**config.mk**
```make
export PLATFORM = sky130hd
export DESIGN_NAME = aor_output
export DESIGN_NICKNAME = d
export VERILOG_FILES = /design/src/shared/aor_pkg.sv /design/src/hdl/aor_output.sv
export VERILOG_INCLUDE_DIRS = /design/src /design/src/shared
export SDC_FILE = /design/constraint.sdc
export NUM_CORES = 1
export LEC_CHECK = 0
export ABC_AREA = 0
export BUFFER_PORTS_ARGS = -buffer_cell sky130_fd_sc_hd__buf_2
export CAP_MARGIN = 20
export CORE_AREA = 3 3 78 95
export DETAILED_ROUTE_END_ITERATION = 10
export DIE_AREA = 0 0 81 98
export PLACE_DENSITY_LB_ADDON = 0.08
export REMOVE_ABC_BUFFERS = 1
export SLEW_MARGIN = 40
export SYNTH_ARGS = -nofsm -noshare
export SYNTH_HDL_FRONTEND = slang
export SYNTH_SLANG_ARGS = --single-unit
```
**constraint.sdc**
```tcl
create_clock -name mclk -period 6.3 [get_ports mclk]
set_clock_uncertainty 0.2 [all_clocks]
set_input_delay 0.315 -clock mclk [delete_from_list [all_inputs] [get_ports mclk]]
set_output_delay 0.315 -clock mclk [all_outputs]
set_load 0.01 [all_outputs]
```
**src/shared/aor_cfg.svh**
```systemverilog
// Constants for the converter output code and range flag block
`ifndef AOR_CFG_SVH
`define AOR_CFG_SVH

`define AOR_CODE_W      14
`define AOR_CODE_MID    14'h2000
`define AOR_CODE_ZERO   14'h0000
`define AOR_CODE_FULL   14'h3fff
`define AOR_LATENCY     3
`define AOR_CLK_NS      25
`define AOR_BUF_DEPTH   2

`endif

```
**src/shared/aor_pkg.sv**
```systemverilog
// Types for the converter output code and range flag block
package aor_pkg;
    // Sample word with its range flag, carried together through the pipe
    typedef struct packed {
        logic [13:0] code;
        logic        range_exceeded_flag;
    } aor_sample_s;
    // Where a sample lies against the converter's span
    typedef enum logic [1:0] {
        AOR_IN_SPAN,
        AOR_UNDER,
        AOR_OVER
    } aor_span_e;
endpackage

```
**src/hdl/aor_output.sv**
```systemverilog
// Output code formatting, range flag and output buffer of the converter
`timescale 1ns/1ps
`default_nettype none
`include "aor_cfg.svh"

module aor_output
    import aor_pkg::*;
#(
    parameter int LATENCY = `AOR_LATENCY
) (
    input  wire logic                       mclk,
    input  wire logic                       reset,
    input  wire logic                       sample_clk,
    input  wire logic signed [`AOR_CODE_W:0] diff_sample,
    input  wire logic                       out_ready,
    output logic                            out_valid,
    output aor_sample_s                     out_data,
    output logic                            in_stall
);

    ////////////////////////////////////////////////////////////////////
    // Both sample clock edges: the rise arms a conversion, the fall
    // launches it. Sample clock is taken as synchronous to mclk.
    logic sclk_q, sclk_d;
    logic hold_q, hold_d;
    logic rise, fall;

    always_comb begin
        sclk_d = sample_clk;
        rise   = sample_clk & ~sclk_q;
        fall   = ~sample_clk & sclk_q;
    end

    // A fall with no rise before it starts nothing
    always_comb begin
        hold_d = hold_q;
        if (rise) begin
            hold_d = 1'b1;
        end else if (fall) begin
            hold_d = 1'b0;
        end
    end

    always_ff @(posedge mclk) begin
        if (reset) begin
            sclk_q <= 1'b0;
            hold_q <= 1'b0;
        end else begin
            sclk_q <= sclk_d;
            hold_q <= hold_d;
        end
    end

    ////////////////////////////////////////////////////////////////////
    // Code formatting: input is signed LSBs about midscale; the valid
    // span runs from minus full scale to full scale minus one LSB.
    localparam logic signed [`AOR_CODE_W:0] LOW_LIMIT  = -$signed({1'b0, `AOR_CODE_MID});
    localparam logic signed [`AOR_CODE_W:0] HIGH_LIMIT = $signed({1'b0, `AOR_CODE_MID}) - 15'sd1;

    // Minus full scale itself is in span; codes below it clamp low, codes above full scale minus one LSB clamp high
    function automatic aor_span_e classify(input logic signed [`AOR_CODE_W:0] d);
        aor_span_e c;
        c = AOR_IN_SPAN;
        if (d < LOW_LIMIT) begin
            c = AOR_UNDER;
        end else if (d > HIGH_LIMIT) begin
            c = AOR_OVER;
        end
        return c;
    endfunction

    // In span the code is the low bits with the MSB flipped
    function automatic logic [`AOR_CODE_W-1:0] in_span_code(input logic signed [`AOR_CODE_W:0] d);
        return d[`AOR_CODE_W-1:0] ^ `AOR_CODE_MID;
    endfunction

    function automatic aor_sample_s format_sample(input logic signed [`AOR_CODE_W:0] d);
        aor_sample_s s;
        s.code                = in_span_code(d);
        s.range_exceeded_flag = 1'b0;
        unique case (classify(d))
            AOR_UNDER: begin
                s.code                = `AOR_CODE_ZERO;
                s.range_exceeded_flag = 1'b1;
            end
            AOR_OVER: begin
                s.code                = `AOR_CODE_FULL;
                s.range_exceeded_flag = 1'b1;
            end
            AOR_IN_SPAN: begin
                s.range_exceeded_flag = 1'b0;
            end
        endcase
        return s;
    endfunction

    ////////////////////////////////////////////////////////////////////
    // Pipeline: word and flag move as one struct, one stage per sample.
    // The flag is worked out afresh for each sample, so it drops with
    // the first in-range word and never lags its data.
    aor_sample_s pipe_q    [LATENCY];
    aor_sample_s pipe_d    [LATENCY];
    aor_sample_s stage_in  [LATENCY];
    logic        pv_q      [LATENCY];
    logic        pv_d      [LATENCY];
    logic        stage_vin [LATENCY];
    logic        advance;

    assign advance      = fall & hold_q & ~in_stall;
    assign stage_in[0]  = format_sample(diff_sample);
    assign stage_vin[0] = 1'b1;

    // Every stage loads on the same fall, so a stall freezes them all
    for (genvar g = 0; g < LATENCY; g++) begin : g_stage
        if (g > 0) begin : g_link
            assign stage_in[g]  = pipe_q[g-1];
            assign stage_vin[g] = pv_q[g-1];
        end

        always_comb begin
            pipe_d[g] = pipe_q[g];
            pv_d[g]   = pv_q[g];
            if (advance) begin
                pipe_d[g] = stage_in[g];
                pv_d[g]   = stage_vin[g];
            end
        end

        always_ff @(posedge mclk) begin
            if (reset) begin
                pipe_q[g] <= '0;
                pv_q[g]   <= 1'b0;
            end else begin
                pipe_q[g] <= pipe_d[g];
                pv_q[g]   <= pv_d[g];
            end
        end
    end

    ////////////////////////////////////////////////////////////////////
    // Two-entry output buffer; a receiver stall fills it, then the pipe
    // stops advancing. The sample offered during that stall is lost at
    // the input, never a word already converted.
    localparam logic [1:0] BUF_FULL = 2'(`AOR_BUF_DEPTH);
    localparam logic [1:0] ONE_WORD = 2'd1;
    aor_sample_s buf_q    [`AOR_BUF_DEPTH];
    aor_sample_s buf_d    [`AOR_BUF_DEPTH];
    aor_sample_s shift_in [`AOR_BUF_DEPTH];
    logic [1:0]  cnt_q, cnt_d;
    logic [1:0]  fill;
    logic        push, pop;

    assign push      = advance & pv_q[LATENCY-1];
    assign pop       = out_valid & out_ready;
    assign in_stall  = (cnt_q == BUF_FULL) & ~out_ready;
    assign out_valid = cnt_q != 2'd0;
    assign out_data  = buf_q[0];

    // Count after the pop decides which entry a pushed word lands in
    always_comb begin
        fill = cnt_q;
        if (pop) begin
            fill = cnt_q - ONE_WORD;
        end
        cnt_d = fill;
        if (push) begin
            cnt_d = fill + ONE_WORD;
        end
    end

    // Last entry keeps its word on a pop; it is dead until refilled
    for (genvar e = 0; e < `AOR_BUF_DEPTH; e++) begin : g_entry
        if (e + 1 < `AOR_BUF_DEPTH) begin : g_shift
            assign shift_in[e] = buf_q[e+1];
        end else begin : g_last
            assign shift_in[e] = buf_q[e];
        end

        always_comb begin
            buf_d[e] = buf_q[e];
            if (pop) begin
                buf_d[e] = shift_in[e];
            end
            if (push && fill == 2'(e)) begin
                buf_d[e] = pipe_q[LATENCY-1];
            end
        end

        always_ff @(posedge mclk) begin
            if (reset) begin
                buf_q[e] <= '0;
            end else begin
                buf_q[e] <= buf_d[e];
            end
        end
    end

    always_ff @(posedge mclk) begin
        if (reset) begin
            cnt_q <= 2'd0;
        end else begin
            cnt_q <= cnt_d;
        end
    end

endmodule
`default_nettype wire

```
Word level (Yosys, flattened, before mapping)
Memory sizes are Yosys's and may differ from the RTL's.
Index checks and enable logic that the tools add are counted.
- register bits after elaboration: 4
- bits in writable memories: 78
- input port bits: 19
- output and inout bits: 17
- word-level logic and storage cells: 69
- memories kept: 3
- $add $sub $neg: 2
- $lt $le $gt $ge: 2
- equality and inequality tests: 4
- multiplexer cells: 28
- bitwise gates (word level): 20
- reduce and logical (&&, ||, !) cells: 7
- memories (memory ; words ; width ; read ports ; clocked after Yosys merged registers in ; write ports ; line ; RTL):
    pipe_q ; 3 ; 15 ; 3 ; 0 ; 3 ; aor_output.sv:101 ; aor_sample_s pipe_q [LATENCY];
    buf_q ; 2 ; 15 ; 2 ; 0 ; 2 ; aor_output.sv:146 ; aor_sample_s buf_q [`AOR_BUF_DEPTH];
    pv_q ; 3 ; 1 ; 3 ; 0 ; 3 ; aor_output.sv:104 ; logic pv_q [LATENCY];
- operator list (operator ; count):
    two-way mux 15 bit ; 11
    one-hot mux 14 bit (2 select lines) ; 1
    greater-than comparator 15 x 14 -> 1 bit (second input constant) ; 1
    less-than comparator 15 x 14 -> 1 bit (second input constant) ; 1
    two-way mux 1 bit ; 11
    two-way mux 2 bit ; 4
    OR 1 bit ; 8
    bitwise AND 1 bit ; 7
    inverter 1 bit ; 5
    == test 2 x 1 -> 1 bit (second input constant) ; 2
    == test 2 bit (second input constant) ; 2
    zero test 2 bit ; 2
    nonzero test 2 bit ; 2
    adder 2 x 1 -> 2 bit (second input constant) ; 1
    logical AND 1 bit ; 2
    one-hot mux 1 bit (2 select lines) ; 1
    OR reduction 2 bit ; 1
    subtractor 2 x 1 -> 2 bit (second input constant) ; 1

Longest topological paths before layout
- word-level depth: 8
- gate-level depth with buffers: 12

Worst setup path after synthesis
OpenSTA, ideal clock, no wires.
- path type: register to register
- from: register cnt_q[1]
- to: memory buf_q[1][10] in the netlist's numbering
- library setup time: 128 ps
- arrival time: 2214 ps
- data required time: 5972 ps
- path slack: 3758 ps
- cell stages (with the launch flop): 13
- clock period less this slack: 2542 ps
- cell sequence: dfxtp_1 -> inv_1 -> ha_1 -> nand2b_1 -> buf_4 -> buf_2 -> a21oi_1 -> ha_1 -> nand2_1 -> nor3_4 -> buf_8 -> mux2i_1 -> nor2_1
- RTL lines (element ; line ; RTL):
    from (decl) ; aor_output.sv:149 ; logic [1:0] cnt_q, cnt_d;
    from (signal assigned) ; aor_output.sv:202 ; cnt_q <= cnt_d;
    to (decl) ; aor_output.sv:146 ;

==> results.sh <==
export IMPL_p_int_w=0.000697
export IMPL_antenna_found_initial=0
export IMPL_met3WireLength_um=206
export IMPL_cp_cell_sequence="inv_1, ha_1, nand2b_2, xnor2_1, inv_1, ha_1, nand2_1, nor3_4, buf_6, mux2i_1, nor2_1"
export IMPL_io_pins=36
export IMPL_timing_critical_path_from="cnt_q[1]"
export IMPL_async_flop_share_pct=0
export IMPL_netlist_top_cells_area="dfxtp_1, mux2i_1, nand2_1, nor2_1, a21oi_1"
export IMPL_final_setup_tns_ns=0
export IMPL_synth_top_area_share_pct=50.5
export IMPL_viasPerCell=5.07
export IMPL_p_sw_w=0.000221
export IMPL_start_kind="register"
export IMPL_rr_startpoint="cnt_q[1]"
export IMPL_max_freq_mhz=334
export IMPL_r2r_end="buf_q[1][7]"
export IMPL_ys_flop_type="dfxtp_1"
export IMPL_die_h_um=98
export IMPL_synth_simple_area_share_pct=18.0
export IMPL_track_usage_pct=17.2
export IMPL_htreeDepth=3
export IMPL_yosys_warnings=0
export IMPL_vdd_drop_max_mv=0.124
export IMPL_synth_top_family_by_area="simple AND/OR/NAND/NOR gates"
export IMPL_drtIter0Drc=116
export IMPL_path_buf_inv=3
export IMPL_synth_adder_area_share_pct=2.31
export IMPL_total_power_w=0.000918
export IMPL_status="finished clean"
export IMPL_yosysMostFrequentCell="dfxtp_1"
export IMPL_slowest_delay_ns=0.47
export IMPL_required_ns=6.31
export IMPL_wl_met1_um=2990
export IMPL_grt_pass1_wl_um=10700
export IMPL_io_buffer_count=35
export IMPL_finalHoldViolCount=0
export IMPL_synth_seq_area_share_pct=50.5
export IMPL_synth_xor_area_share_pct=0.269
export IMPL_cts_clk_slew_worst_paths_ns=0.08
export IMPL_die_x_um=81
export IMPL_synth_edff_count=0
export IMPL_synth_compound_area_share_pct=13.8
export IMPL_syn_avg_cell_area_um2=9.01
export IMPL_dp_hpwl_um=3830
export IMPL_synthToLayoutAreaGrowth_pct=11.6
export IMPL_grt_pass1_vias=2303
export IMPL_cp_end_kind="register"
export IMPL_postSynthRegisterBits=82
export IMPL_highest_layer="met4"
export IMPL_finalCritPeriodShare_pct=47.5
export IMPL_worstSetupPathType="reg -> reg"
export IMPL_hold_end="sclk_q"
export IMPL_synth_mux_area_share_pct=9.54
export IMPL_critPathTopFamily="simple AND/OR/NAND/NOR gates"
export IMPL_grt_max_degree=83
export IMPL_n_fill_cell=636
export IMPL_pwr_density_cell_nw_per_um2=253
export IMPL_power_share_clock_pct=36.4
export IMPL_diodes=0
export IMPL_drt_wl_total_um=6120
export IMPL_sequentialPowerShare_pct=57.1
export IMPL_cts_inserted_buffers=9
export IMPL_wl_met2_um=2820
export IMPL_nNetsFinal=411
export IMPL_rsz0062_at_grt="no"
export IMPL_clk_path_buf_depth=2
export IMPL_maxCapViolCount=0
export IMPL_rows=32
export IMPL_core_area_um2=6490
export IMPL_ff2ff_setup_slack_ns=3.31
export IMPL_worstPathMaxFanout=19
export IMPL_die_area_um2=7940
export IMPL_start_util_pct=50.2
export IMPL_min_delay_path_depth=3
export IMPL_grt_ovfl_total=0
export IMPL_hold_path_class="in -> reg"
export IMPL_fin_crit_ns=2.99
export IMPL_synthCells=361
export IMPL_cp_slowest_cell="nand2b_2"
export IMPL_num_vias=2411
export IMPL_yosysTopAreaCell="dfxtp_1"
export IMPL_critPathArrivalTime_ns=3.01
export IMPL_synth_common_cells="dfxtp_1, nand2_1, nor2_1"
export IMPL_cts_tree="built"
export IMPL_worst_slew_pin_slew_ns=0.686
export IMPL_ant_nets=0
export IMPL_switching_share_pct=24.1
export IMPL_root_buffer="clkbuf_8"
export IMPL_p_comb_share_pct=6.6
export IMPL_maxSlewViolCount=0
export IMPL_cts_sinks=82
export IMPL_synth_distinct_cells=27
export IMPL_firstDrtPassIters=5
export IMPL_drive_gt1_share_pct=17.4
export IMPL_hp_start="sample_clk"
export IMPL_setup_violations=0
export IMPL_r2r_cells=11
export IMPL_leakagePower_nw=1.44
export IMPL_syn_cell_area_um2=3250
export IMPL_max_slew_margin_rel_pct=54.2
export IMPL_wire_per_inst_um=12.9
export IMPL_place_congestion=0.678
export IMPL_clk_latency_ns=0.34
export IMPL_drc=0
## layout by cell type, fill, tap and decap left out
cell type      count
nor2_4             1
a21oi_1           34
or2_2              1
buf_4              2
nand2b_2           1
nor3_4             1
buf_2             35
clkbuf_8          10
buf_6              2
a221oi_1           1
inv_1              6
or3_4              1
dfxtp_1           82
dlygate4sd3_1      1
a211oi_1          22
clkinvlp_4         2
nor3b_1            1
clkinv_2           3
mux2i_1           31
buf_8              2
nand2b_1           1
a21o_1             1
nor3_1            14
a211oi_2           7
xnor2_1            1
nor2b_1            2
nand2_1           67
nor2_1            50
ha_1               6
nand3_1            1
clkbuf_1           1
a311oi_1           1
## through the flow
step | hold slack (ns) | util [%] | area (um2) | setup slack, ns | std cells
6_report | 0.0223 | 56.0 | 3630 | 3.31 | 476
2_1_floorplan | 0.180 | - | 3090 | 3.40 | 333
5_1_grt | 0.0183 | 56.0 | 3630 | 3.03 | 476
3_5_place_dp | 0.243 | 53.1 | 3450 | 3.27 | 459
4_1_cts | 0.00768 | 55.9 | 3630 | 3.24 | 476
3_3_place_gp | 0.238 | 52.4 | 3400 | 2.85 | 456
## layout make-up
| class | count | area [um2] | share of cell area (%) |
|---|---|---|---|
| flip-flops and latches | 82 | 1640 | 45.2 |
| clock buffers | 11 | 141 | 3.89 |
| multi-input cells | 245 | 1440 | 39.6 |
| well taps | 85 | 106 | 2.93 |
| repair buffers | 42 | 253 | 6.96 |
| inverters | 6 | 22.5 | 0.620 |
| clock inverters | 5 | 30.0 | 0.827 |
## worst min-delay path, delay by kind of cell
family	cells	cell delay, ns
simple gates	1	0.08
buf+inv	2	0.14
## worst max path at each step
stage	depth (start not counted)	end	slack [ns]
final	11	buf_q[1][7]	3.31
after global placement	10	buf_q[1][9]	2.85
after floorplan	10	buf_q[1][0]	3.40
after global routing	11	buf_q[1][6]	3.03
after detailed placement	11	buf_q[1][7]	3.27
after CTS	11	buf_q[1][7]	3.24
## cells by family after synthesis
| kind of cell | after synthesis |
|---|---|
| buffers and inverters | 34 |
| multiplexers | 31 |
| adder cells (fa/ha/maj) | 6 |
| XOR/XNOR | 1 |
| flip-flops | 82 |
| AND/OR/NAND/NOR | 141 |
| AO/OA/AOI/OAI | 66 |
## flip-flops by register name, indices dropped and copies added (netlist names)
register	cells
sclk_q	1
pipe_q	45
pv_q	3
buf_q	30
hold_q	1
cnt_q	2
## per-layer routing
layer,track usage [%],vias up
li1,-,1269
met1,21.9,1099
met2,27.3,34
met3,4.24,9
met4,7.41,0
met5,0,-
## power by group through the flow
stage               Sequential [W]  Combinational [W]  Clock [W]
global placement          0.000536          0.0000582          0
floorplan                 0.000536          0.0000339          0
global route              0.000524          0.0000686   0.000368
CTS                       0.000524          0.0000612   0.000345
finish                    0.000524          0.0000602   0.000334
detailed placement        0.000536          0.0000605          0
## repair_timing
action | in CTS | in global routing
gates resized for setup | 0 | 0
endpoints found under the hold margin | 1 | 0
setup buffers | 0 | 0
hold buffers | 1 | 0
Power figures use the tool's default switching activity.
